File: config.mk
export PLATFORM = sky130hd
export DESIGN_NAME = resolver_reset_power_sequencer
export DESIGN_NICKNAME = d
export VERILOG_FILES = /design/src/rdc_seq_pkg.sv /design/src/spi_frame_slave.sv /design/src/resolver_reset_power_sequencer.sv
export SDC_FILE = /design/constraint.sdc
export NUM_CORES = 1
export LEC_CHECK = 0
export ABC_CLOCK_PERIOD_IN_PS = 28800
export BUFFER_PORTS_ARGS = -buffer_cell sky130_fd_sc_hd__buf_2
export CAP_MARGIN = 5
export CORE_MARGIN = 5
export CORE_UTILIZATION = 56
export DETAILED_ROUTE_END_ITERATION = 16
export PLACE_DENSITY = 0.74
export SYNTH_ARGS = -nofsm -noshare
export SYNTH_HDL_FRONTEND = slang
export SYNTH_SLANG_ARGS = --single-unit
File: constraint.sdc
create_clock -name clk_i -period 28.8 [get_ports clk_i]
set_clock_uncertainty 0.05 [all_clocks]
set_input_delay 5.76 -clock clk_i [delete_from_list [all_inputs] [get_ports clk_i]]
set_output_delay 5.76 -clock clk_i [all_outputs]
set_load 0.05 [all_outputs]
File: src/rdc_seq_pkg.sv
// Purpose: Shared constants and types for the reset and power sequencer
// Assumes: 40 MHz system clock, 16-bit serial register frames
// Notes: Register addresses below are local choices of this design
package rdc_seq_pkg;

    // Serial frame layout
    localparam int FRAME_BITS = 16;
    localparam int ADDR_W = 7;
    localparam int DATA_W = 8;
    localparam logic RW_READ = 1'b1; // Frame bit 15 set means read

    // Register addresses
    localparam logic [6:0] ADDR_SOFT_RESET = 7'h70;
    localparam logic [6:0] ADDR_POWER_SAVE = 7'h71;
    localparam logic [6:0] ADDR_STATUS = 7'h72;

    // Field positions and reset values
    localparam int SOFT_RESET_BIT = 0;
    localparam int POWER_SAVE_BIT = 0;
    localparam logic [7:0] SOFT_RESET_RST = 8'h00;
    localparam logic [7:0] POWER_SAVE_RST = 8'h01;

    // Timing
    localparam longint CLK_HZ = 40000000;
    localparam longint PSAVE_WAIT_MS = 30;
    localparam int PSAVE_WAIT_CYCLES = int'(CLK_HZ * PSAVE_WAIT_MS / 1000);

    // Angle path widths
    localparam int ANGLE_W = 12;
    localparam int PHASE_W = 16;

    // One register write taken from a complete frame
    typedef struct packed {
        logic [6:0] addr;
        logic [7:0] data;
    } reg_write_t;

    // Sequencer states
    typedef enum logic [1:0] {
        ST_RESET = 2'b00,
        ST_PSAVE = 2'b01,
        ST_SETTLE = 2'b10,
        ST_READY = 2'b11
    } seq_state_t;

endpackage

File: src/spi_frame_slave.sv
// Purpose: Serial slave taking 16-bit register frames, MSB first
// Assumes: Clock idles low, data sampled on rising and driven on falling
// Notes: Frames of any other length are dropped at chip-select release
`timescale 1ns/100ps
module spi_frame_slave
    import rdc_seq_pkg::*;
(
    input wire logic clk_i,
    input wire logic rst_n_i,
    input wire logic sclk_i,
    input wire logic sdi_i,
    input wire logic cs_n_i,
    input wire logic [7:0] rd_data_i,
    output logic sdo_o,
    output logic [6:0] addr_o,
    output logic wr_valid_o,
    output reg_write_t wr_o
);

    logic [2:0] sync1_reg; // First stage, read only by second stage
    logic [2:0] sync2_reg; // {sclk, sdi, cs_n} safe to use
    logic sclk_prev_reg; // For edge detection
    logic cs_prev_reg; // For release detection
    logic [4:0] cnt_reg; // Bits taken in this frame
    logic [15:0] shift_reg; // Incoming frame
    logic [7:0] out_reg; // Outgoing read data

    logic sclk_s, sdi_s, cs_n_s, rise, fall;
    assign sclk_s = sync2_reg[2];
    assign sdi_s = sync2_reg[1];
    assign cs_n_s = sync2_reg[0];
    assign rise = sclk_s & ~sclk_prev_reg;
    assign fall = ~sclk_s & sclk_prev_reg;
    // Address bits once the first byte is in
    assign addr_o = shift_reg[6:0];

    // Two-stage pin synchroniser
    always_ff @(posedge clk_i) begin
        if (!rst_n_i) begin
            sync1_reg <= 3'h1;
            sync2_reg <= 3'h1;
            sclk_prev_reg <= 1'b0;
            cs_prev_reg <= 1'b1;
        end else begin
            sync1_reg <= {sclk_i, sdi_i, cs_n_i};
            sync2_reg <= sync1_reg;
            sclk_prev_reg <= sclk_s;
            cs_prev_reg <= cs_n_s;
        end
    end

    // Shift in on rising edges while selected
    always_ff @(posedge clk_i) begin
        if (!rst_n_i || cs_n_s) begin
            cnt_reg <= 5'h00;
            shift_reg <= 16'h0000;
        end else if (rise) begin
            shift_reg <= {shift_reg[14:0], sdi_s};
            // Saturate so overlong frames stay invalid
            if (cnt_reg != 5'h11) begin
                cnt_reg <= cnt_reg + 5'h01;
            end
        end
    end

    // Drive read data on falling edges after the address byte
    always_ff @(posedge clk_i) begin
        if (!rst_n_i || cs_n_s) begin
            sdo_o <= 1'b0;
            out_reg <= 8'h00;
        end else if (fall && cnt_reg == 5'h08 && shift_reg[7] == RW_READ) begin
            sdo_o <= rd_data_i[7];
            out_reg <= {rd_data_i[6:0], 1'b0};
        end else if (fall && cnt_reg > 5'h08) begin
            sdo_o <= out_reg[7];
            out_reg <= {out_reg[6:0], 1'b0};
        end
    end

    // Commit a write only for an exact 16-bit frame
    always_ff @(posedge clk_i) begin
        if (!rst_n_i) begin
            wr_valid_o <= 1'b0;
            wr_o <= '0;
        end else begin
            wr_valid_o <= cs_n_s && !cs_prev_reg && cnt_reg == 5'h10 &&
                          shift_reg[15] != RW_READ;
            wr_o <= '{addr: shift_reg[14:8], data: shift_reg[7:0]};
        end
    end

endmodule

File: src/resolver_reset_power_sequencer.sv
// Purpose: Reset sources, power-saving release and angle wave output
// Assumes: Pins are asynchronous to clk_i; angle_i is on clk_i
// Notes: Angle wave lag is angle_i/2^ANGLE_W of the excitation period
`timescale 1ns/100ps
module resolver_reset_power_sequencer
    import rdc_seq_pkg::*;
#(
    parameter int unsigned SETTLE_CYCLES = PSAVE_WAIT_CYCLES,
    parameter int AW = ANGLE_W,
    parameter int PW = PHASE_W
) (
    input wire logic clk_i,
    input wire logic rst_n_i,
    input wire logic reset_pin_n_i,
    input wire logic supply_low_i,
    input wire logic excite_i,
    input wire logic [AW-1:0] angle_i,
    input wire logic sclk_i,
    input wire logic sdi_i,
    input wire logic cs_n_i,
    output logic sdo_o,
    output logic angle_out_o,
    output logic power_save_o,
    output logic in_reset_o,
    output logic conv_ready_o
);

    logic [2:0] pin_sync1_reg; // First stage, read only by second
    logic [2:0] pin_sync2_reg; // {reset_n, supply_low, excite}
    logic excite_prev_reg; // Excitation edge detection
    logic [7:0] soft_reset_reg; // Software reset register
    logic [7:0] power_save_reg; // Power-saving control register
    seq_state_t state_reg, state_next;
    logic [31:0] settle_reg; // Settling countdown
    logic [PW-1:0] phase_reg; // Cycles since excitation rise
    logic [PW-1:0] period_reg; // Last measured excitation period

    logic hw_reset, any_reset, wr_valid, excite_rise;
    logic [6:0] spi_addr;
    logic [7:0] rd_data;
    reg_write_t wr;
    logic [AW+PW-1:0] lag_full;
    logic [PW-1:0] lag, shifted;

    // Serial register port
    spi_frame_slave u_spi (
        .clk_i(clk_i),
        .rst_n_i(rst_n_i),
        .sclk_i(sclk_i),
        .sdi_i(sdi_i),
        .cs_n_i(cs_n_i),
        .rd_data_i(rd_data),
        .sdo_o(sdo_o),
        .addr_o(spi_addr),
        .wr_valid_o(wr_valid),
        .wr_o(wr)
    );

    // Pin synchroniser for reset, supply detector and excitation
    always_ff @(posedge clk_i) begin
        if (!rst_n_i) begin
            pin_sync1_reg <= 3'h4;
            pin_sync2_reg <= 3'h4;
            excite_prev_reg <= 1'b0;
        end else begin
            pin_sync1_reg <= {reset_pin_n_i, supply_low_i, excite_i};
            pin_sync2_reg <= pin_sync1_reg;
            excite_prev_reg <= pin_sync2_reg[0];
        end
    end

    // Hardware reset: pin low, or supply at or below threshold
    assign hw_reset = !rst_n_i || !pin_sync2_reg[2]
                      || pin_sync2_reg[1];
    // Software reset bit keeps the device in reset while set
    assign any_reset = hw_reset || soft_reset_reg[SOFT_RESET_BIT];
    assign excite_rise = pin_sync2_reg[0] && !excite_prev_reg;

    // Software reset register, cleared by hardware reset or by writing 0
    always_ff @(posedge clk_i) begin
        if (hw_reset) begin
            soft_reset_reg <= SOFT_RESET_RST;
        end else if (wr_valid && wr.addr == ADDR_SOFT_RESET) begin
            // Write 1 enters, write 0 leaves the reset
            soft_reset_reg <= {7'h00, wr.data[SOFT_RESET_BIT]};
        end
    end

    // Power-saving register, set again by every reset source
    always_ff @(posedge clk_i) begin
        if (any_reset) begin
            power_save_reg <= POWER_SAVE_RST;
        end else if (wr_valid && wr.addr == ADDR_POWER_SAVE) begin
            power_save_reg <= {7'h00, wr.data[POWER_SAVE_BIT]};
        end
    end

    // Read-back mux, unmapped addresses read zero
    always_comb begin
        case (spi_addr)
            ADDR_SOFT_RESET: rd_data = soft_reset_reg;
            ADDR_POWER_SAVE: rd_data = power_save_reg;
            ADDR_STATUS: rd_data = {6'h00, state_reg};
            default: rd_data = 8'h00;
        endcase
    end

    // Sequencer next state
    always_comb begin
        state_next = state_reg;
        case (state_reg)
            ST_RESET: begin
                // Leaving reset always lands in power saving
                if (!any_reset) begin
                    state_next = ST_PSAVE;
                end
            end
            ST_PSAVE: begin
                if (!power_save_reg[POWER_SAVE_BIT]) begin
                    state_next = ST_SETTLE;
                end
            end
            ST_SETTLE: begin
                if (power_save_reg[POWER_SAVE_BIT]) begin
                    state_next = ST_PSAVE;
                end else if (settle_reg == 32'h0) begin
                    state_next = ST_READY;
                end
            end
            ST_READY: begin
                if (power_save_reg[POWER_SAVE_BIT]) begin
                    state_next = ST_PSAVE;
                end
            end
            default: state_next = ST_RESET;
        endcase
        // Any reset source wins over everything
        if (any_reset) begin
            state_next = ST_RESET;
        end
    end

    // Sequencer state register
    always_ff @(posedge clk_i) begin
        if (!rst_n_i) begin
            state_reg <= ST_RESET;
        end else begin
            state_reg <= state_next;
        end
    end

    // Settling wait after leaving power saving
    always_ff @(posedge clk_i) begin
        if (!rst_n_i) begin
            settle_reg <= 32'h0;
        end else if (state_next == ST_SETTLE && state_reg != ST_SETTLE) begin
            settle_reg <= SETTLE_CYCLES - 32'h1;
        end else if (state_reg == ST_SETTLE && settle_reg != 32'h0) begin
            settle_reg <= settle_reg - 32'h1;
        end
    end

    // Status outputs
    always_ff @(posedge clk_i) begin
        if (!rst_n_i) begin
            in_reset_o <= 1'b1;
            power_save_o <= 1'b1;
            conv_ready_o <= 1'b0;
        end else begin
            in_reset_o <= state_next == ST_RESET;
            power_save_o <= state_next == ST_RESET ||
                            state_next == ST_PSAVE;
            conv_ready_o <= state_next == ST_READY;
        end
    end

    // Excitation period measurement, rising edge to rising edge
    always_ff @(posedge clk_i) begin
        if (any_reset) begin
            phase_reg <= '0;
            period_reg <= '0;
        end else if (excite_rise) begin
            phase_reg <= '0;
            period_reg <= phase_reg + PW'(1);
        end else if (phase_reg != '1) begin
            phase_reg <= phase_reg + PW'(1);
        end
    end

    // Lag in cycles, proportional to the angle
    assign lag_full = angle_i * period_reg;
    assign lag = lag_full[AW +: PW];
    // Phase relative to the lagged edge, wrapped into one period
    assign shifted = (phase_reg >= lag) ? phase_reg - lag
                                        : phase_reg + period_reg - lag;

    // Angle wave: high for the first half period after the lagged edge
    always_ff @(posedge clk_i) begin
        if (any_reset) begin
            angle_out_o <= 1'b0;
        end else if (state_reg == ST_SETTLE || state_reg == ST_READY) begin
            angle_out_o <= shifted < (period_reg >> 1);
        end else begin
            angle_out_o <= 1'b0;
        end
    end

endmodule

==> run metrics <==
outcome=completed; Hold Buf Count CTS=0; Clock Path Buffers=2; Post-synth EDFFs=0; Post-Syn Instances=between 1000 and 1500; first-pass GRT wire length=roughly 47000 µm; maxcap violations=0; main flop type after synthesis=dfxtp_1; period utilization=between 50% and 60%; most frequent cells in the layout=inv_1 (226), nand2_1 (198), fa_1 (155), dfxtp_1 (125), ha_1 (113); crit-path max cell delay=between 0.8 and 0.9 ns; largest net degree at the start of global routing=33; Fillers=about 1900; Worst setup SP type=input port; drt via density=5.52; max-slew violation count=0; # rows=between 50 and 60; WHS Path Cells=1; P_leak=6.16 nW; ant diodes=0; DR iter-0 viols=640; DRC Markers=0; dpl cells=approximately 1700; CTS H-tree lvls=4; core area=between 0.02 and 0.025 mm²; final setup fails=0; detailed-route via count=around 9700; clock sink total=~130; fin nets=~1700; HP Class=reg -> reg; Critical path buffers and inverters=4; GP Congestion=just over 0.9; crit end category=register; power density over the cells=32.2 mW/mm²; Fin. Hold Viols=0; RSZ-0062 raised after global routing=false; GRT Util Overall=between 20% and 30%; Critical Path AT=approximately 15 ns; post-CTS setup buffers=0; # port buffers=24; initial antenna violation count=0; area of the multi-input gates=a little over 0.009 mm²; layout cells sized above 1=roughly 4.8%; Worst-path clk slew=0.06 ns; Slew @ Worst Pin=around 1.2 ns; critical path class=in -> reg; CP max FO=26; die area=~0.026 mm²; Rel. slew slack=between 20% and 30%; register area=between 0.002 and 0.003 mm²; setup TNS=0 ns; VDD IR max=approximately 39 µV; Crit path depth=35; synthesized area=0.0126 mm²; syn avg cell area=approximately 8.6 µm²; HPWL Detailed=roughly 21000 µm; Final min period=14.78 ns; CTS tree=built; CP max-delay cell=a21oi_2; f_max=between 60 and 70 MHz; Yosys warning total=0; syn nets=1754; die width=160 µm; WL per Instance=15.6 µm; Clk Tree Root Cell=clkbuf_16; Yosys cell types=54; max reg flops=32; Area Overhead vs Synth=7.05%; I/O Pins=25; worst skew pair latency=between 0.4 and 0.5 ns; grt ovf=0; CTS buffer count=17; most common cell after layout, fill and taps aside=inv_1; vias in the first global route=10070; Largest delay share family, worst path=compound AO/OA/AOI/OAI gates; post-CTS sizing=0; Seq/Total Area, Yosys=19.9%; Routed Antenna Nets=0; drt total wl=between 20000 and 30000 µm; starting density of the core=around 57%; reg2reg path depth=34; Crit path required time=a little under 30 ns; Die Ht=between 150 and 200 µm; asr flop ratio synth=0%; Finished Layout Cells=~1800; DRT Pass-1 Iters=5; FF+latch count, synth=about 130
==> synthesized netlist by cell type (all sizes together) (2+ instances only) <==
cell type | count | area share [%]
nor2b | 10 | 0.50
and2 | 83 | 4.1
and3 | 9 | 0.45
xor2 | 37 | 2.6
and4 | 2 | 0.14
nand4 | 12 | 0.60
nor2 | 81 | 2.4
o211ai | 8 | 0.48
nor3 | 27 | 1.1
o41ai | 3 | 0.21
o31ai | 3 | 0.18
o21ai | 26 | 1.1
ha | 113 | 11
o21bai | 6 | 0.36
or4 | 9 | 0.64
nand4b | 4 | 0.28
a21oi | 83 | 3.3
mux2i | 13 | 1.0
nand3 | 18 | 0.72
or3 | 6 | 0.36
a31oi | 12 | 0.60
nor3b | 2 | 0.12
a31o | 3 | 0.21
nand2b | 22 | 1.1
or2 | 2 | 0.099
inv | 226 | 6.7
a211oi | 6 | 0.36
dfxtp | 125 | 20
nand3b | 3 | 0.18
nand2 | 198 | 5.9
xnor2 | 56 | 3.9
o22ai | 17 | 0.84
clkbuf | 50 | 1.5
fa | 155 | 25
nor4 | 10 | 0.50
a21o | 15 | 0.89
==> cells by family after synthesis <==
| group | Yosys count | synth area share, % |
|---|---|---|
| fa+ha+maj | 268 | 35.9 |
| xor+xnor | 93 | 6.47 |
| mux | 13 | 1.03 |
| simple gates | 500 | 19.4 |
| compound gates | 191 | 9.15 |
| flops | 125 | 19.9 |
| buf+inv | 276 | 8.23 |
==> stage by stage <==
stage               setup slack [ns]  hold WS [ns]  total power (W)  instance area (µm²)  utilization, %
finish                         14.02         0.368         0.000434                13500            61.4
global route                   13.24         0.399         0.000451                13500            61.4
CTS                            14.06         0.369         0.000437                13500            61.4
detailed placement             13.65         0.351         0.000220                12900            58.6
global placement               13.92         0.341         0.000220                12900            58.6
floorplan                      14.88         0.336         0.000210                12600               -
==> path summary, 6_finish.rpt <==
kind	start	slack [ns]	end
min reg2reg	u_spi.sync1_reg[0]$_SDFF_PN1_	0.37	u_spi.sync2_reg[0]$_SDFF_PN1_
min	u_spi.sync1_reg[0]$_SDFF_PN1_	0.37	u_spi.sync2_reg[0]$_SDFF_PN1_
max	angle_i[5]	14.02	angle_out_o$_SDFF_PP0_
max reg2reg	period_reg[4]$_SDFFE_PP0P_	18.80	angle_out_o$_SDFF_PP0_
==> metal layers <==
layer  track usage (%)  part of all wire (%)  up-vias
met4              7.55                   2.7        0
met1              28.0                    43     4715
li1                  -                     -     4686
met2              38.2                    50      209
met3              3.89                   4.3       59
met5                 0                     0        -
==> report_power, final <==
| part | total (W) | switching, W | leakage (nW) | internal (W) |
|---|---|---|---|---|
| clock network | 0.000217 | 0.0000849 | 0.285 | 0.000132 |
| registers | 0.000176 | 0.00000161 | 1.01 | 0.000174 |
| logic | 0.0000412 | 0.0000252 | 4.86 | 0.0000160 |
| total | 0.000434 | 0.000112 | 6.16 | 0.000322 |
==> final cells by class <==
cell class | count | area share, %
Clock buffer | 19 | 3.29
Clock inverter | 13 | 1.17
Inverter | 226 | 6.30
Multi-Input combinational cell | 1065 | 67.2
Sequential cell | 125 | 18.6
Tap cell | 280 | 2.60
Timing Repair Buffer | 24 | 0.891
Note: power is estimated with default switching activity, not from simulation.
